===== config.mk =====
export PLATFORM = sky130hd
export DESIGN_NAME = hwe_wake_aggregator
export DESIGN_NICKNAME = d
export VERILOG_FILES = /design/src/hwe_pkg.sv /design/src/hwe_wake_aggregator.sv /design/src/hwe_fall_detect.sv /design/src/hwe_gpio_wake.sv
export SDC_FILE = /design/constraint.sdc
export NUM_CORES = 1
export LEC_CHECK = 0
export ABC_AREA = 1
export BUFFER_PORTS_ARGS = -buffer_cell sky130_fd_sc_hd__buf_4
export CORE_UTILIZATION = 53
export DETAILED_ROUTE_END_ITERATION = 8
export PLACE_DENSITY = 0.8
export SYNTH_ARGS = -nofsm -noshare
export SYNTH_HDL_FRONTEND = slang
export SYNTH_SLANG_ARGS = --single-unit
export TNS_END_PERCENT = 1

===== constraint.sdc =====
create_clock -name core_clk -period 1.4 [get_ports core_clk]
set_input_delay 0 -clock core_clk [delete_from_list [all_inputs] [get_ports core_clk]]
set_output_delay 0 -clock core_clk [all_outputs]
set_load 0.01 [all_outputs]

===== src/hwe_pkg.sv =====
`default_nettype none
// ============================================================
// shared constants of the host wake event aggregator
package hwe_pkg;
    // ========================================================
    // register offsets
    localparam logic [7:0] OFS_SUMMARY    = 8'h00;
    localparam logic [7:0] OFS_OUT_EN     = 8'h01;
    localparam logic [7:0] OFS_STS_PERIPH = 8'h02;
    localparam logic [7:0] OFS_STS_SYSTEM = 8'h03;
    localparam logic [7:0] OFS_STS_GPIO   = 8'h04;
    localparam logic [7:0] OFS_EN_PERIPH  = 8'h05;
    localparam logic [7:0] OFS_EN_SYSTEM  = 8'h06;
    localparam logic [7:0] OFS_EN_GPIO    = 8'h07;

    // ========================================================
    // implemented bits per register, reserved bits read zero
    localparam logic [7:0] MASK_SUMMARY   = 8'h01;
    localparam logic [7:0] MASK_OUT_EN    = 8'h01;
    localparam logic [7:0] MASK_PERIPH    = 8'h3E;
    localparam logic [7:0] MASK_SYSTEM    = 8'h7F;
    localparam logic [7:0] MASK_GPIO      = 8'hFF;
    localparam logic [7:0] W1C_SYSTEM     = 8'h23;

    // ========================================================
    // reset values
    localparam logic [7:0] RST_REG        = 8'h00;
    localparam logic [3:0] RST_PIN_PREV   = 4'hF;

    // ========================================================
    // field positions
    localparam int BIT_SUMMARY   = 0;
    localparam int BIT_OUT_EN    = 0;
    localparam int BIT_RING2     = 1;
    localparam int BIT_RING1     = 2;
    localparam int BIT_KEYBOARD  = 3;
    localparam int BIT_POINTER   = 4;
    localparam int BIT_SPECIAL   = 5;
    localparam int BIT_SMI       = 0;
    localparam int BIT_WATCHDOG  = 1;
    localparam int BIT_MBX_WRITE = 2;
    localparam int BIT_MBX_ANY   = 3;
    localparam int BIT_FIRMWARE  = 4;
    localparam int BIT_LOW_BAT   = 5;
    localparam int BIT_INTRUSION = 6;

    // ========================================================
    // gpio interrupt detection field
    localparam int          DET_W       = 3;
    localparam logic [2:0]  DET_LOW     = 3'h0;
    localparam logic [2:0]  DET_HIGH    = 3'h1;
    localparam logic [2:0]  DET_RISE    = 3'h2;
    localparam logic [2:0]  DET_FALL    = 3'h3;
    localparam logic [2:0]  DET_BOTH    = 3'h4;
    localparam logic [2:0]  DET_NONE    = 3'h7;
endpackage : hwe_pkg
`default_nettype wire


===== src/hwe_wake_aggregator.sv =====
`timescale 1ns/10ps
`default_nettype none
module hwe_wake_aggregator
    import hwe_pkg::*;
#(
    parameter int GPIO_PINS = 8,
    parameter int MBX_BITS  = 16,
    parameter int FW_BITS   = 8
) (
    // clock and reset
    input  wire logic                       core_clk,
    input  wire logic                       arst_n,
    // host register port
    input  wire logic [7:0]                 reg_addr,
    input  wire logic                       reg_wr,
    input  wire logic [7:0]                 reg_wdata,
    input  wire logic                       reg_rd,
    output logic      [7:0]                 reg_rdata,
    // peripheral wake sources
    input  wire logic                       ring_pin_port1_n,
    input  wire logic                       ring_pin_port2_n,
    input  wire logic                       keyboard_data_pin,
    input  wire logic                       pointer_data_pin,
    input  wire logic                       special_key_wake,
    // system wake sources
    input  wire logic                       sys_mgmt_irq_pin_n,
    input  wire logic                       watchdog_timeout_flag,
    input  wire logic [MBX_BITS-1:0]        mailbox_src,
    input  wire logic [MBX_BITS-1:0]        mailbox_irq_en,
    input  wire logic [FW_BITS-1:0]         firmware_evt_sts,
    input  wire logic [FW_BITS-1:0]         firmware_evt_en,
    input  wire logic                       intrusion_flag,
    // battery monitor
    input  wire logic                       standby_supply_valid,
    input  wire logic                       main_reset_release,
    input  wire logic                       lost_battery_flag,
    input  wire logic                       battery_under_threshold,
    // gpio wake sources
    input  wire logic [GPIO_PINS-1:0]       gpio_pin,
    input  wire logic [GPIO_PINS*DET_W-1:0] gpio_det_mode,
    // open-drain wake request pin
    output logic                            wake_request_pin_out,
    output logic                            wake_request_pin_oe
);
    // ========================================================
    // state
    logic       flag_reg;
    logic       flag_next;
    logic [7:0] out_en_reg;
    logic [7:0] out_en_next;
    logic [7:0] sts_per_reg;
    logic [7:0] sts_per_next;
    logic [7:0] sts_sys_reg;
    logic [7:0] sts_sys_next;
    logic [7:0] sts_gpio_reg;
    logic [7:0] sts_gpio_next;
    logic [7:0] en_per_reg;
    logic [7:0] en_per_next;
    logic [7:0] en_sys_reg;
    logic [7:0] en_sys_next;
    logic [7:0] en_gpio_reg;
    logic [7:0] en_gpio_next;
    logic       oe_reg;
    logic       oe_next;
    logic [7:0] rdata_reg;
    logic [7:0] rdata_next;

    // ========================================================
    // event sources, write strobes and wake summary
    logic [3:0]           fall_evt;
    logic [GPIO_PINS-1:0] gpio_evt;
    logic [7:0]           per_evt;
    logic [7:0]           sys_set;
    logic [7:0]           sys_lvl;
    logic [7:0]           gpio_set;
    logic                 any_wake;
    logic [7:0]           wr_per;
    logic [7:0]           wr_sys;
    logic [7:0]           wr_gpio;
    logic                 wr_flag;

    // ring, keyboard and pointer lines go through a fixed falling-edge detector, with nothing for the host to arm
    hwe_fall_detect #(
        .WIDTH (4)
    ) u_fall (
        .core_clk   (core_clk),
        .arst_n     (arst_n),
        .line_in    ({pointer_data_pin, keyboard_data_pin,
                      ring_pin_port1_n, ring_pin_port2_n}),
        .fall_pulse (fall_evt)
    );

    hwe_gpio_wake #(
        .PINS (GPIO_PINS)
    ) u_gpio (
        .core_clk      (core_clk),
        .arst_n        (arst_n),
        .gpio_pin      (gpio_pin),
        .gpio_det_mode (gpio_det_mode),
        .gpio_event    (gpio_evt)
    );

    // ========================================================
    // event and write decode
    always_comb begin
        per_evt                = 8'h00;
        per_evt[BIT_RING2]     = fall_evt[0];
        per_evt[BIT_RING1]     = fall_evt[1];
        per_evt[BIT_KEYBOARD]  = fall_evt[2];
        per_evt[BIT_POINTER]   = fall_evt[3];
        per_evt[BIT_SPECIAL]   = special_key_wake;

        sys_set                = 8'h00;
        sys_set[BIT_SMI]       = ~sys_mgmt_irq_pin_n;
        sys_set[BIT_WATCHDOG]  = watchdog_timeout_flag;
        sys_set[BIT_LOW_BAT]   = main_reset_release & battery_under_threshold;

        sys_lvl                = 8'h00;
        sys_lvl[BIT_MBX_WRITE] = mailbox_src[0];
        sys_lvl[BIT_MBX_ANY]   = |(mailbox_src & mailbox_irq_en);
        sys_lvl[BIT_FIRMWARE]  = |(firmware_evt_sts & firmware_evt_en);
        sys_lvl[BIT_INTRUSION] = intrusion_flag;

        gpio_set               = 8'h00;
        gpio_set[GPIO_PINS-1:0] = gpio_evt;

        wr_flag = reg_wr && (reg_addr == OFS_SUMMARY) && reg_wdata[BIT_SUMMARY];
        wr_per  = (reg_wr && reg_addr == OFS_STS_PERIPH) ? reg_wdata : 8'h00;
        wr_sys  = (reg_wr && reg_addr == OFS_STS_SYSTEM) ? reg_wdata : 8'h00;
        wr_gpio = (reg_wr && reg_addr == OFS_STS_GPIO)   ? reg_wdata : 8'h00;

        any_wake = |(sts_per_reg & en_per_reg) ||
                   |(sts_sys_reg & en_sys_reg) ||
                   |(sts_gpio_reg & en_gpio_reg);
    end

    // ========================================================
    // status registers: an event in the clearing cycle survives
    always_comb begin
        sts_per_next  = ((sts_per_reg & ~wr_per) | per_evt) & MASK_PERIPH;
        sts_gpio_next = ((sts_gpio_reg & ~wr_gpio) | gpio_set) & MASK_GPIO;
        sts_sys_next  = (((sts_sys_reg & ~wr_sys) | sys_set) & W1C_SYSTEM)
                        | (sys_lvl & ~W1C_SYSTEM & MASK_SYSTEM);
        if (standby_supply_valid) begin
            sts_sys_next[BIT_LOW_BAT] = lost_battery_flag;
        end
    end

    // ========================================================
    // summary flag and pin
    always_comb begin
        flag_next = flag_reg;
        if (wr_flag) begin
            flag_next = 1'b0;
        end
        if (any_wake) begin
            flag_next = 1'b1;
        end
        oe_next = flag_reg & out_en_reg[BIT_OUT_EN];
    end

    // ========================================================
    // enable registers
    always_comb begin
        out_en_next  = out_en_reg;
        en_per_next  = en_per_reg;
        en_sys_next  = en_sys_reg;
        en_gpio_next = en_gpio_reg;
        if (reg_wr) begin
            case (reg_addr)
                OFS_OUT_EN:    out_en_next  = reg_wdata & MASK_OUT_EN;
                OFS_EN_PERIPH: en_per_next  = reg_wdata & MASK_PERIPH;
                OFS_EN_SYSTEM: en_sys_next  = reg_wdata & MASK_SYSTEM;
                OFS_EN_GPIO:   en_gpio_next = reg_wdata & MASK_GPIO;
                default: ;
            endcase
        end
        // enable is not battery backed, so it starts off with standby
        if (standby_supply_valid) begin
            en_sys_next[BIT_LOW_BAT] = 1'b0;
        end
    end

    // ========================================================
    // read path
    always_comb begin
        rdata_next = rdata_reg;
        if (reg_rd) begin
            case (reg_addr)
                OFS_SUMMARY:    rdata_next = {7'h00, flag_reg};
                OFS_OUT_EN:     rdata_next = out_en_reg;
                OFS_STS_PERIPH: rdata_next = sts_per_reg;
                OFS_STS_SYSTEM: rdata_next = sts_sys_reg;
                OFS_STS_GPIO:   rdata_next = sts_gpio_reg;
                OFS_EN_PERIPH:  rdata_next = en_per_reg;
                OFS_EN_SYSTEM:  rdata_next = en_sys_reg;
                OFS_EN_GPIO:    rdata_next = en_gpio_reg;
                default:        rdata_next = 8'h00;
            endcase
        end
    end

    // ========================================================
    always_ff @(posedge core_clk or negedge arst_n) begin
        if (!arst_n) begin
            flag_reg     <= 1'b0;
            out_en_reg   <= RST_REG;
            sts_per_reg  <= RST_REG;
            sts_sys_reg  <= RST_REG;
            sts_gpio_reg <= RST_REG;
            en_per_reg   <= RST_REG;
            en_sys_reg   <= RST_REG;
            en_gpio_reg  <= RST_REG;
            oe_reg       <= 1'b0;
            rdata_reg    <= RST_REG;
        end else begin
            flag_reg     <= flag_next;
            out_en_reg   <= out_en_next;
            sts_per_reg  <= sts_per_next;
            sts_sys_reg  <= sts_sys_next;
            sts_gpio_reg <= sts_gpio_next;
            en_per_reg   <= en_per_next;
            en_sys_reg   <= en_sys_next;
            en_gpio_reg  <= en_gpio_next;
            oe_reg       <= oe_next;
            rdata_reg    <= rdata_next;
        end
    end

    // open drain: only ever pulls low
    assign wake_request_pin_out = 1'b0;
    assign wake_request_pin_oe  = oe_reg;
    assign reg_rdata            = rdata_reg;
endmodule : hwe_wake_aggregator
`default_nettype wire


===== src/hwe_fall_detect.sv =====
`timescale 1ns/10ps
`default_nettype none
// ============================================================
// one-cycle pulse on each falling edge of an active-low line
module hwe_fall_detect
    import hwe_pkg::*;
#(
    parameter int WIDTH = 4
) (
    // clock and reset
    input  wire logic             core_clk,
    input  wire logic             arst_n,
    // lines and pulses
    input  wire logic [WIDTH-1:0] line_in,
    output logic      [WIDTH-1:0] fall_pulse
);
    logic [WIDTH-1:0] prev_reg;
    logic [WIDTH-1:0] prev_next;
    logic [WIDTH-1:0] fall_reg;
    logic [WIDTH-1:0] fall_next;

    // ========================================================
    // idle lines sit high, so no edge is seen out of reset
    always_comb begin
        prev_next = line_in;
        fall_next = prev_reg & ~line_in;
    end

    always_ff @(posedge core_clk or negedge arst_n) begin
        if (!arst_n) begin
            prev_reg <= {WIDTH{1'b1}};
            fall_reg <= '0;
        end else begin
            prev_reg <= prev_next;
            fall_reg <= fall_next;
        end
    end

    assign fall_pulse = fall_reg;
endmodule : hwe_fall_detect
`default_nettype wire


===== src/hwe_gpio_wake.sv =====
`timescale 1ns/10ps
`default_nettype none
// ============================================================
// per-pin edge wake detection steered by the detection field
module hwe_gpio_wake
    import hwe_pkg::*;
#(
    parameter int PINS = 8
) (
    // clock and reset
    input  wire logic                  core_clk,
    input  wire logic                  arst_n,
    // gpio pins and their detection fields
    input  wire logic [PINS-1:0]       gpio_pin,
    input  wire logic [PINS*DET_W-1:0] gpio_det_mode,
    // wake pulses
    output logic      [PINS-1:0]       gpio_event
);
    logic [PINS-1:0]       pin_reg;
    logic [PINS*DET_W-1:0] mode_reg;
    logic [PINS-1:0]       evt_reg;
    logic [PINS-1:0]       evt_next;

    // ========================================================
    function automatic logic is_edge(input logic [2:0] m);
        is_edge = (m == DET_RISE) || (m == DET_FALL) || (m == DET_BOTH);
    endfunction : is_edge

    genvar g;
    generate
        for (g = 0; g < PINS; g++) begin : g_pin
            logic [2:0] mode;
            logic [2:0] mode_old;
            logic       rise;
            logic       fall;
            assign mode     = gpio_det_mode[g*DET_W +: DET_W];
            assign mode_old = mode_reg[g*DET_W +: DET_W];
            assign rise     = ~pin_reg[g] & gpio_pin[g];
            assign fall     = pin_reg[g] & ~gpio_pin[g];
            // levels never wake; arming an edge mode on a high pin does
            always_comb begin
                evt_next[g] = ((mode == DET_RISE) && rise) ||
                              ((mode == DET_FALL) && fall) ||
                              ((mode == DET_BOTH) && (rise || fall)) ||
                              (!is_edge(mode_old) && is_edge(mode) && gpio_pin[g]);
            end
        end
    endgenerate

    always_ff @(posedge core_clk or negedge arst_n) begin
        if (!arst_n) begin
            pin_reg  <= '0;
            mode_reg <= {PINS{DET_NONE}};
            evt_reg  <= '0;
        end else begin
            pin_reg  <= gpio_pin;
            mode_reg <= gpio_det_mode;
            evt_reg  <= evt_next;
        end
    end

    assign gpio_event = evt_reg;
endmodule : hwe_gpio_wake
`default_nettype wire


== Word-level counts from Yosys, hierarchy flattened ==
Cells that the tools add are included.

* Input port bits: 112
* Output and inout port bits: 10
* Word-level logic and storage cells: 266
* RAM bits: 0
* Flip-flop bits (word level): 99
* Bits in latches: 0
* Memories: 0
* Bits in read-only memories: 0

* Div/mod/pow operators: 0
* Bitwise gates (word level): 52
* Mux-type cells: 10
* $mul: 0
* Order comparisons: 0
* Add/sub/neg operators: 0
* Eq/ne operators: 55
* Reductions and logical operators: 133
* Shift operators: 0

{| class="wikitable"
|+ Operator list
! cell !! count
|-
| $eq A3 B2 Y1 const B || 32
|-
| $logic_or A1 B1 Y1 || 66
|-
| $pmux W8 S8 || 1
|-
| $eq A3 B3 Y1 const B || 16
|-
| $logic_and A1 B1 Y1 || 45
|-
| $eq A8 B3 Y1 const B || 4
|-
| $reduce_or A8 Y1 || 4
|-
| $and A8 B8 Y8 || 3
|-
| $mux W6 || 4
|-
| $and A1 B1 Y1 || 18
|-
| $and A6 B6 Y6 || 3
|-
| $not A1 Y1 || 17
|-
| $and A16 B16 Y16 || 1
|-
| $eq A8 B2 Y1 const B || 2
|-
| $reduce_or A16 Y1 || 1
|-
| $not A6 Y6 || 2
|-
| $or A6 B6 Y6 || 2
|-
| $reduce_and A2 Y1 || 5
|-
| $eq A8 B1 Y1 const B || 1
|-
| $logic_not A1 Y1 || 8
|-
| $logic_not A8 Y1 || 1
|-
| $mux W8 || 1
|-
| $not A8 Y8 || 1
|-
| $or A8 B8 Y8 || 1
|-
| other kinds (6) || 11
|}

== Longest topological paths before layout ==
Gate-level depths: netlist of run 1.

* Depth in word-level cells: 8
* Gate-level depth with buffers: 10

== Modules after synthesis ==
Synthesis of run 1 repeated with hierarchy kept, for this count alone.

* Cell total of the unflattened synthesis: 563
* Area, all modules: 4938.5 um^2

{| class="wikitable"
|+ Modules (own cells, without submodules)
! module !! sequential area each (um^2) !! area an instance (um^2) !! cells each !! times used
|-
| hwe_wake_aggregator || 1276.2 || 2841.5 || 355 || 1
|-
| hwe_gpio_wake || 1031.0 || 1851.8 || 192 || 1
|-
| hwe_fall_detect || 205.2 || 245.2 || 16 || 1
|}

== Worst setup path after synthesis of run 1 ==
Ideal clock, no wire load.

* Path kind: reg2reg
* From: register u_gpio.pin_reg[0]
* To: register u_gpio.evt_reg[0] (netlist: u_gpio.gpio_event[0])
* Library setup time: 0.136 ns
* Setup slack: 0.401 ns
* Arrival time: 0.863 ns
* Data required time: 1.264 ns
* Cell stages (with the launch flop): 5
* Cells stage by stage: dfrtp_1 > inv_1 > ha_1 > o311ai_0 > a21oi_1

* Cells in the longest elaborated chain, start to end: 6
* Elaborated cells on any way between the ends: 10
* Classes of those cells: bitwise (3); reduce/logical (7)

{| class="wikitable"
|+ RTL lines
! element !! line !! source
|-
| from (decl) || hwe_gpio_wake.sv:19 || <nowiki>logic [PINS-1:0] pin_reg;</nowiki>
|-
| from (signal assigned) || hwe_gpio_wake.sv:56 || <nowiki>pin_reg <= gpio_pin;</nowiki>
|-
| $not A1 Y1 || hwe_gpio_wake.sv:38 || <nowiki>assign rise = ~pin_reg[g] & gpio_pin[g];</nowiki>
|-
| $and A1 B1 Y1 || hwe_gpio_wake.sv:38 ||
|-
| $logic_and A1 B1 Y1 / $logic_or A1 B1 Y1 (equally long branches) || hwe_gpio_wake.sv:42, hwe_gpio_wake.sv:44 ||
|-
| $logic_or A1 B1 Y1 / $logic_and A1 B1 Y1 (equally long branches) || hwe_gpio_wake.sv:42, hwe_gpio_wake.sv:44 ||
|-
| $logic_or A1 B1 Y1 (*) || hwe_gpio_wake.sv:43 || <nowiki>((mode == DET_FALL) && fall) ||</nowiki>
|-
| $logic_or A1 B1 Y1 (*) || hwe_gpio_wake.sv:44 || <nowiki>((mode == DET_BOTH) && (rise || fall)) ||</nowiki>
|-
| via u_gpio.evt_next[0] || hwe_gpio_wake.sv:22 || <nowiki>logic [PINS-1:0] evt_next;</nowiki>
|-
| to (signal assigned) || hwe_gpio_wake.sv:58 || <nowiki>evt_reg <= evt_next;</nowiki>
|-
| to (decl) || hwe_gpio_wake.sv:21 || <nowiki>logic [PINS-1:0] evt_reg;</nowiki>
|}

Mark *: on every way through the listed nets, which the timed path passes. The rest lies on a longest branch.
A chain may end at the register's enable or synchronous reset.

== Final worst setup path of run 1 ==
* From: input port mailbox_irq_en[11]
* To: register sts_sys_reg[3]

* Cells in the longest elaborated chain, start to end: 3

{| class="wikitable"
|+ RTL lines
! element !! line !! source
|-
| from (decl) || hwe_wake_aggregator.sv:29 || <nowiki>input wire logic [MBX_BITS-1:0] mailbox_irq_en,</nowiki>
|-
| $and A16 B16 Y16 || hwe_wake_aggregator.sv:120 || <nowiki>sys_lvl[BIT_MBX_ANY] = |(mailbox_src & mailbox_irq_en);</nowiki>
|-
| $reduce_or A16 Y1 || hwe_wake_aggregator.sv:120 ||
|-
| $or A6 B7 Y7 || hwe_wake_aggregator.sv:143 || <nowiki>| (sys_lvl & ~W1C_SYSTEM & MASK_SYSTEM);</nowiki>
|-
| via sts_sys_next[3] || hwe_wake_aggregator.sv:54 || <nowiki>logic [7:0] sts_sys_next;</nowiki>
|-
| to (signal assigned) || hwe_wake_aggregator.sv:220 || <nowiki>sts_sys_reg <= sts_sys_next;</nowiki>
|-
| to (decl) || hwe_wake_aggregator.sv:53 || <nowiki>logic [7:0] sts_sys_reg;</nowiki>
|}

The timed path passes the listed nets, and every way through them passes these cells.

==> impl_metrics.csv, run 1 <==
group,metric,value,unit
cts,clock-sinks,99,
grt,grt_pass1_wl,22.58,mm
worst_setup_path,critPathMaxStageDelay,0.56,ns
synthesis,netlist_instances,527,
synthesis,ys_seq_elements,99,
timing,hold_slack,0.03829,ns
timing,post-route-min-period,1.514,ns
worst_setup_path,crit_buf_inv,3,
synthesis,ys_seq_area_frac,0.5369,
power_and_ir_drop,pwr-share-comb,0.163,
cells_and_area,drive_gt1_frac,0.2533,
cts,cts_buffers,9,
grt,antenna_found_initial,1,
timing,rsz0062_at_grt,"true",
place,place_ws,0.09230,ns
floorplan,die_w,95.97,um
synthesis,syn_nets,655,
floorplan,rows,33,
worst_setup_path,crit_path_cell_trace,"dlygate4sd3_1 -> buf_4 -> nand2_1 -> dlygate4sd3_1 -> nand4_1 -> nor2_1 -> nand2_1",
floorplan,ios,122,
cells_and_area,fillers,498,
place,dpl.hpwl,8.651,mm
drt,routedWlPerCell,15.97,um
synthesis,postSynthAreaPerCell,8.879,um^2
drt,routed_wl,13.86,mm
place,portBuffers,120,
place,gp_congestion,0.9276,
worst_setup_path,path_class,"input pin to register",
drt,drt-pass1-iter-count,6,
power_and_ir_drop,p_clk_frac,0.308,
timing,worst_slack,-0.1139,ns
status,violations,"setup timing",
drt,vias_per_cell,5.370,
drt,ant_nets,0,
cells_and_area,syn_to_final_growth,48.29,%
grt,overflow,0,
power_and_ir_drop,vdd_ir_drop_max,0.6280,mV
synthesis,synth_area,0.004679,mm^2
synthesis,synth_area_leaders,"dfrtp_1 38%, dfstp_2 16%, nand2_1 11%, inv_1 5.5%, nand3_1 4.4%",
drt,first_iter_violations,270,
floorplan,fp.dieArea,0.009209,mm^2
power_and_ir_drop,internal-power,4.362,mW
timing,max_freq,660.5,MHz
timing,slew_violations,0,
floorplan,initial_core_util,0.5583,
floorplan,die_y,95.97,um
power_and_ir_drop,powerDensity,842.8,mW/mm^2
timing,hold_viol,0,
cts,cts_max_level,3,
flow_run,cap_violations,0,
timing,setup_viol,1,
power_and_ir_drop,p_leak,3.445,nW
synthesis,synth_top_area_frac,0.3797,
worst_setup_path,end_kind,"register",
cts,clock_path_buffers,2,
synthesis,yosysUniqueCellTypes,31,
worst_setup_path,crit_family,"buffers and inverters",
worst_setup_path,cp-start-kind,"input pin",
cells_and_area,final_cells,868,
cells_and_area,largest_reg_flops,24,
drt,vias,4661,
cells_and_area,regArea,0.002512,mm^2
grt,grt_use_total,0.3301,
power_and_ir_drop,p_sw_frac,0.2542,
cts,insertion_delay,0.36,ns
cells_and_area,layout_commonest_cell,"nand2_1",
grt,grt_start_max_net_pins,32,
power_and_ir_drop,p_switching,1.487,mW
worst_hold_path,hold_class,"input pin to register",
cts,root_buffer,"clkbuf_8",
floorplan,core-area,0.008382,mm^2
power_and_ir_drop,p_seq_frac,0.529,
timing,period_share,1.081,
place,place_inst,756,
drt,drc,0,
worst_setup_path,cp.required,1.64,ns
timing,fin_skew,0.01150,ns
cells_and_area,multi_input_area,0.001856,mm^2
status,status,"complete, but fails checks",
cells_and_area,mostFrequentLayoutCells,"142 x nand2_1, 130 x buf_4, 92 x dlygate4sd3_1",
worst_setup_path,critPathMaxFanout,1,
synthesis,synth_top_area_cell,"dfrtp_1",
cts,clkSlewWorstSetupHoldPaths,0.10,ns
cts,cts_tree,"yes",
worst_setup_path,cp_slowest_cell,"dlygate4sd3_1",
cells_and_area,nets,885,
worst_setup_path,worstPathArrival,1.76,ns
timing,setup-tns-final,-0.1139,ns
grt,grt_pass1_vias,4945,
synthesis,yosysWarnings,0,
worst paths after layout:
| check | from | end | slack, ns | depth (start not counted) |
|---|---|---|---|---|
| setup / recovery | mailbox_irq_en[11] | sts_sys_reg[3] | -0.11 | 7 |
| hold / removal | reg_wr | flag_reg | 0.04 | 4 |
| setup reg to reg | sts_per_reg[5] | sts_per_reg[5] | 0.11 | 2 |
| hold reg to reg | u_fall.fall_pulse[0] | sts_per_reg[1] | 0.44 | 1 |
| max in group asynchronous | arst_n | u_gpio.mode_reg[23] | 0.74 | 3 |
| min in group asynchronous | arst_n | sts_sys_reg[5] | 0.08 | 2 |
power groups by stage:
stage | logic (mW) | clock network (mW) | registers, mW
4_1_cts | 0.918 | 1.82 | 3.09
5_1_grt | 1.05 | 1.94 | 3.11
6_report | 0.955 | 1.80 | 3.09
3_5_place_dp | 0.706 | 0 | 3.14
3_3_place_gp | 0.675 | 0 | 3.13
2_1_floorplan | 0.275 | 0 | 3.12
Yosys cell counts:
library cell	count
nand3_4	1
nor2_4	6
buf_2	1
nand3_2	1
buf_6	3
nor3_1	6
a22o_1	1
o311ai_0	3
ha_1	16
a21oi_1	20
inv_1	68
o31ai_1	8
o211ai_1	5
a21o_1	9
o21a_1	5
nand3_1	41
conb_1	1
dfrtp_1	71
nand2_2	4
clkbuf_1	1
dfstp_2	28
o21bai_1	5
nor2_2	4
a221oi_1	2
o21ai_1	14
buf_4	3
nand2_1	142
nand4_1	6
o21ai_0	27
inv_2	1
nor2_1	24
area by class of cell:
class	instances	area share
Sequential cell	99	0.3621
Timing Repair Buffer	227	0.2856
Multi-Input combinational cell	351	0.2674
Inverter	69	0.03732
Clock buffer	12	0.02398
Tap cell	105	0.01893
Clock inverter	4	0.004327
Antenna cell	1	0.0003606
tightest hold or removal path, delay by kind of cell:
| family | cells | cell delay (ns) |
|---|---|---|
| simple gates | 3 | 0.21 |
| buf+inv | 1 | 0.15 |
per-stage QoR:
| step | cell area [um^2] | util | power (mW) |
|---|---|---|---|
| floorplan | 4679 | - | 3.393 |
| global placement | 5774 | 0.6889 | 3.808 |
| detailed placement | 5774 | 0.6889 | 3.847 |
| CTS | 6912 | 0.8246 | 5.824 |
| global route | 6939 | 0.8279 | 6.093 |
| finish | 6939 | 0.8279 | 5.848 |
timing repair:
item	in CTS	in global routing
setup buffers	0	1
resized for setup	0	5
hold buffers	94	0
endpoints found under the hold margin	159	0
endpoints found under the setup margin	0	3
per-layer routing:
layer,share of wire,track usage
met5,0,0
met4,0.056,0.1953
met3,0.063,0.07267
met2,0.51,0.5768
met1,0.37,0.3695
cell families (layout without fill, tap and decap cells):
kind of cell / after synthesis / in the layout / synth area share
and+or+nand+nor: 235 / 235 / 0.2225
AOI/OAI and AO/OA: 99 / 99 / 0.1278
DFF: 99 / 99 / 0.5369
buffers and inverters: 77 / 312 / 0.06925
adders and majority gates: 16 / 16 / 0.04278
other: 1 / 2 / 0.0008014
No activity file was read; power rests on OpenSTA's default activity.
==> inputs of run 2 (changes only) <==
- SETUP_SLACK_MARGIN: unset -> 0.5
==> run 2 against run 1 <==
Net effect: the flow now finishes without violations; sequential share of layout area decreased by 0.60 points; non-clock buffer count is 8 higher; setup slack better by 0.37 ns; global-route usage up 2.8 points; sequential power barely moved; clock power rose by 17%; first-iteration DRC count grew 30%; die area unchanged; largest cell class unchanged.
==> impl_metrics.csv, run 2 (synthesis results as in run 1) <==
group,metric,value,unit
status,status,"completed",
timing,setup-tns-final,0,ns
worst_hold_path,hold_class,"input pin to register",
grt,antenna_found_initial,0,
floorplan,rows,33,
worst_setup_path,path_class,"register to register",
place,gp_congestion,0.8886,
cts,clock-sinks,99,
drt,vias_per_cell,5.543,
worst_setup_path,worstPathArrival,1.43,ns
cells_and_area,final_core_util,0.8419,
cts,root_buffer,"clkbuf_8",
floorplan,die_y,95.97,um
cells_and_area,largest_reg_flops,24,
power_and_ir_drop,p_leak,3.510,nW
power_and_ir_drop,powerDensity,879.4,mW/mm^2
worst_setup_path,crit_buf_inv,0,
place,dpl.hpwl,8.538,mm
timing,period_share,0.8137,
worst_setup_path,critPathMaxFanout,2,
cts,cts_tree,"yes",
drt,ant_nets,0,
drt,routed_wl,15.41,mm
cts,clock_path_buffers,2,
worst_setup_path,crit_family,"flip-flops",
timing,post-route-min-period,1.139,ns
drt,first_iter_violations,352,
worst_setup_path,timing.rr.start,"u_gpio.pin_reg[1]",
worst_setup_path,crit_path_cell_trace,"ha_1 -> nand2_1 -> o311ai_1 -> a21oi_1",
timing,rsz0062_at_grt,"true",
place,portBuffers,120,
flow_run,cap_violations,0,
drt,drc,0,
place,place_ws,0.09819,ns
grt,grt_use_total,0.3579,
worst_setup_path,cp.required,1.69,ns
cells_and_area,nets,893,
worst_setup_path,cp-start-kind,"register",
floorplan,initial_core_util,0.5583,
drt,drt-pass1-iter-count,5,
floorplan,fp.dieArea,0.009209,mm^2
worst_setup_path,crit_start,"u_gpio.pin_reg[1]",
grt,overflow,0,
grt,grt_pass1_vias,5073,
cts,insertion_delay,0.38,ns
cells_and_area,diodes,0,
floorplan,die_w,95.97,um
timing,setup_viol,0,
cells_and_area,drive_gt1_frac,0.2532,
timing,hold_viol,0,
cells_and_area,syn_to_final_growth,50.80,%
worst_hold_path,min_from,"gpio_det_mode[5]",
power_and_ir_drop,vdd_ir_drop_max,1.094,mV
cts,cts_max_level,3,
cts,clkSlewWorstSetupHoldPaths,0.12,ns
drt,vias,4850,
timing,max_freq,877.8,MHz
worst_setup_path,critPathMaxStageDelay,0.40,ns
timing,fin_skew,0.01662,ns
floorplan,ios,122,
grt,grt_pass1_wl,24.16,mm
power_and_ir_drop,finalPower,6.206,mW
floorplan,core-area,0.008382,mm^2
cts,cts_buffers,9,
cells_and_area,mostFrequentLayoutCells,"142 x nand2_1, 128 x buf_4, 104 x dlygate4sd3_1",
worst_setup_path,end_kind,"register",
grt,grt_start_max_net_pins,36,
worst_setup_path,cp_slowest_cell,"dfrtp_1",
timing,slew_violations,0,
cells_and_area,final_cells,875,
cells_and_area,layout_commonest_cell,"nand2_1",
drt,routedWlPerCell,17.61,um
place,place_inst,754,
timing,worst_slack,0.2608,ns
## run 2: cell types whose count changed in the layout (fill, tap and decap cells not counted), sizes merged
cell          before  now
bufinv             0    1
clkinvlp           1    0
inv               71   72
dlygate4sd3       92  104
clkinv             1    2
diode              1    0
buf              133  131
dlymetal6s4s       2    0
clkbuf            12   10
## run 2: power breakdown
part	internal (mW)	total (mW)	switching (mW)
logic	0.545	1.00	0.457
clock network	0.985	2.11	1.12
registers	3.02	3.10	0.0785
total	4.55	6.21	1.66
## run 2: worst register-to-register path: stages, from the launching register on
cell and delay [ns]:
dfrtp_1 0.40, ha_1 0.27, nand2_1 0.07, o311ai_1 0.10
a21oi_1 0.21
## run 2: stage by stage
step                      area, um^2  hold slack [ns]
after global routing            7057        -0.007160
after global placement          5759         -0.01860
after CTS                       7023          -0.2672
final                           7057         0.002584
after floorplan                 4679          -0.2956
after detailed placement        5759         -0.01155
## run 2: final cells by class
cell class	count	area, um^2
multi-input cells	351	1857
fillers	448	1325
clock buffers	10	148.9
inverters	69	259.0
well taps	105	131.4
clock inverters	6	86.33
flip-flops and latches	99	2512
repair buffers	235	2062
## run 2: metal layers
metal,global-route usage,vias to the layer above,share of wire
li1,-,2194,-
met1,0.3850,2280,0.36
met2,0.6208,272,0.51
met3,0.09400,104,0.067
met4,0.2338,0,0.062
met5,0,-,0
## run 2: path summary, 6_finish.rpt
path / to / slack [ns] / cells after the start
worst max-delay path: u_gpio.gpio_event[1] / 0.26 / 4
worst min-delay path: u_gpio.gpio_event[1] / 0.003 / 4
worst max register to register: u_gpio.gpio_event[1] / 0.26 / 4
worst min register to register: sts_per_reg[1] / 0.45 / 1
max in group asynchronous: u_gpio.mode_reg[6] / 0.67 / 3
min in group asynchronous: en_sys_reg[5] / 0.12 / 2
## run 2: what timing repair did
action / in CTS / in global routing
hold buffers: 102 / 2
gates resized for setup: 0 / 3
hold endpoints to repair: 161 / 1
buffers inserted: 1 / 0
cloned: 0 / 0
setup endpoints to repair: 29 / 51
==> inputs of run 3 (changes only) <==
- ABC_AREA: 1 -> 0
- CORE_UTILIZATION: 53 -> 52
- PLACE_DENSITY: 0.8 -> 0.79
- clock period: 1.4 -> 1.1 ns (I/O delays scaled with it)
==> run 3 against run 2 <==
Net effect: the flow now finishes with violations (hold timing, setup timing); register-to-register slack worse by 0.54 ns; design area up 0.51%; synthesized cell count down 28%; total power up 33%; via count down 13%; maximum frequency down 18%; critical path depth unchanged; sequential cell count unchanged; clock skew down 0.0053 ns; worst hold slack worse by 0.51 ns; first-iteration DRC count down 19%; critical path type unchanged; critical endpoint is now flag_reg.
==> impl_metrics.csv, run 3 <==
group,metric,value,unit
status,status,"complete, but fails checks",
status,violations,"hold timing, setup timing",
synthesis,ys_top_cells_by_count,"71 x dfrtp_1, 33 x inv_1, 29 x nor2_1",
power_and_ir_drop,p_seq_frac,0.475,
cells_and_area,final_core_util,0.8547,
cells_and_area,largest_reg_flops,24,
power_and_ir_drop,p_switching,2.021,mW
worst_setup_path,worstPathArrival,1.63,ns
synthesis,synth_area_leaders,"dfrtp_1 39%, dfstp_2 16%, mux2_2 6.0%, mux2i_1 4.9%, ha_1 4.4%",
grt,grt_start_max_net_pins,38,
synthesis,synth_top_family_by_area,"compound AO/OA/AOI/OAI gates",
place,portBuffers,120,
synthesis,synth_compound_area_frac,0.1368,
cells_and_area,multi_input_area,0.002137,mm^2
synthesis,yosysUniqueCellTypes,48,
synthesis,synth_top_area_cell,"dfrtp_1",
cells_and_area,nets,732,
timing,hold_slack,-0.5034,ns
timing,post-route-min-period,1.382,ns
drt,vias_per_cell,5.901,
synthesis,synth_edf_count,0,
power_and_ir_drop,internal-power,6.248,mW
synthesis,ys_seq_elements,99,
cts,clock-sinks,99,
floorplan,die_y,95.03,um
drt,drt-pass1-iter-count,5,
cts,root_buffer,"clkbuf_8",
cts,cts_buffers,9,
cts,cts_tree,"yes",
cells_and_area,syn_to_final_growth,57.60,%
drt,routed_wl,15.17,mm
synthesis,synthArstFlopShare,1.000,
synthesis,synth_area,0.004501,mm^2
floorplan,die_w,95.03,um
power_and_ir_drop,p_sw_frac,0.2444,
synthesis,ys_seq_area_frac,0.5582,
floorplan,core-area,0.008299,mm^2
worst_setup_path,cp-start-kind,"register",
synthesis,synthMuxAreaShare,0.1190,
power_and_ir_drop,vdd_ir_drop_max,0.9882,mV
cells_and_area,diodes,0,
power_and_ir_drop,powerDensity,1166,mW/mm^2
drt,first_iter_violations,284,
place,placed_area,0.005914,mm^2
worst_setup_path,end_kind,"register",
synthesis,syn_nets,507,
synthesis,synth-simple-area-share,0.1001,
timing,setup_viol,31,
worst_hold_path,hold_class,"input pin to asynchronous set/reset pin",
floorplan,ios,122,
synthesis,synthAdderAreaFrac,0.04448,
cells_and_area,mostFrequentLayoutCells,"151 x buf_4, 71 x dfrtp_1, 47 x dlygate4sd3_1",
timing,max_freq,723.6,MHz
grt,grt_pass1_vias,4436,
timing,period_share,1.256,
flow_run,cap_violations,0,
cells_and_area,layout_commonest_cell,"buf_4",
synthesis,postSynthAreaPerCell,11.87,um^2
cts,cts_max_level,3,
worst_setup_path,cp.required,1.35,ns
floorplan,rows,33,
floorplan,initial_core_util,0.5423,
synthesis,yosysWarnings,0,
drt,drc,0,
drt,ant_nets,0,
place,gp_congestion,0.8965,
power_and_ir_drop,p_clk_frac,0.359,
power_and_ir_drop,pwr-share-comb,0.167,
worst_setup_path,path_class,"register to register",
cells_and_area,regArea,0.002512,mm^2
drt,vias,4213,
synthesis,synth_top_area_frac,0.3948,
timing,slew_violations,0,
grt,grt_use_total,0.3448,
timing,fin_skew,0.01130,ns
grt,antenna_found_initial,0,
cells_and_area,fillers,421,
synthesis,netlist_instances,379,
worst_setup_path,r2r_cells,4,
cells_and_area,final_area,0.007093,mm^2
cts,insertion_delay,0.38,ns
timing,worst_slack,-0.2820,ns
cts,clkSlewWorstSetupHoldPaths,0.10,ns
drt,routedWlPerCell,21.24,um
synthesis,yosysMostFrequentCell,"dfrtp_1",
floorplan,fp.dieArea,0.009031,mm^2
cells_and_area,drive_gt1_frac,0.4893,
grt,grt_pass1_wl,22.65,mm
cts,clock_path_buffers,2,
synthesis,synth-xor-area-share,0,
timing,hold_viol,114,
grt,overflow,0,
power_and_ir_drop,p_leak,3.328,nW
synthesis,ys_dominant_reg_cell,"dfrtp_1",
worst_setup_path,critPathMaxFanout,2,
place,dpl.hpwl,8.763,mm
timing,rsz0062_at_grt,"true",
-- run 3: cell count changes after synthesis, moves of 6 or more --
cell      previous run  this run
a22o_1               1         9
mux2i_1              0        22
nor2_4               6         0
a221oi_1             2        19
nor2b_1              0         6
a21oi_1             20        14
inv_1               68        33
o21ai_0             27         4
nand2_1            142        23
o21ai_1             14         0
mux2_2               0        24
nand3_1             41         3
o31ai_1              8         2
-- run 3: power by group through the flow --
stage	sequential (mW)	combinational (mW)	clock (mW)
detailed placement	3.97	1.04	0
finish	3.92	1.38	2.96
global route	3.94	1.47	3.10
floorplan	3.95	0.387	0
global placement	3.97	0.991	0
CTS	3.91	1.29	2.95
-- run 3: worst max-delay path, cell delays in order (launching register included) --
cell and delay [ns]:
dfrtp_1 0.44, a22o_1 0.26, a221oi_2 0.21, and3_1 0.22, nand4_1 0.11
-- run 3: worst paths after layout --
path | startpoint | to | slack (ns)
worst max-delay path | sts_gpio_reg[6] | flag_reg | -0.28
worst min register to register | u_fall.fall_pulse[1] | sts_per_reg[2] | 0.44
worst max register to register | sts_gpio_reg[6] | flag_reg | -0.28
min in group core_clk | firmware_evt_en[6] | sts_sys_reg[4] | -0.14
worst min-delay path | arst_n | u_gpio.gpio_event[1] | -0.50
max in group asynchronous | arst_n | u_gpio.mode_reg[10] | 1.01
-- run 3: metrics by stage --
step / hold slack, ns / cells / setup TNS, ns / setup WS, ns / total power, mW
after detailed placement: -0.09100 / 648 / -13.28 / -0.3474 / 5.010
after global routing: -0.4924 / 714 / -3.558 / -0.3395 / 8.503
after floorplan: -0.2956 / 379 / -5.583 / -0.2019 / 4.340
final: -0.5034 / 714 / -2.512 / -0.2820 / 8.269
after CTS: -0.4923 / 713 / -1.416 / -0.1611 / 8.143
after global placement: -0.09834 / 648 / -11.79 / -0.3162 / 4.957
-- run 3: metal layers --
layer | part of all wire | wire (um) | GRT usage | vias to the layer above
met5 | 0 | 0 | 0 | -
met1 | 0.37 | 5655 | 0.3938 | 2090
met4 | 0.048 | 730 | 0.1780 | 0
li1 | - | - | - | 1812
met3 | 0.068 | 1035 | 0.07895 | 71
met2 | 0.51 | 7745 | 0.6031 | 240
-- run 3: layout make-up --
type,instances,area share
clock buffer,11,0.02134
sequential,99,0.3542
tap,105,0.01852
timing repair buffer,225,0.2720
multi-input combinational,236,0.3013
clock inverter,5,0.01517
inverter,33,0.01746
-- run 3: repair_timing --
item / 4_1_cts / 5_1_grt
hold endpoints to repair: 178 / 116
gates resized for setup: 90 / 11
endpoints found under the setup margin: 68 / 68
hold buffers: 46 / 1
setup buffers: 3 / 0
pin swaps: 38 / 10
-- run 3: cells by family after synthesis --
group                    count (synthesis)
AO/OA/AOI/OAI                           82
adder cells (fa/ha/maj)                 16
buffers and inverters                   44
flip-flops                              99
multiplexers                            48
other                                    1
AND/OR/NAND/NOR                         89
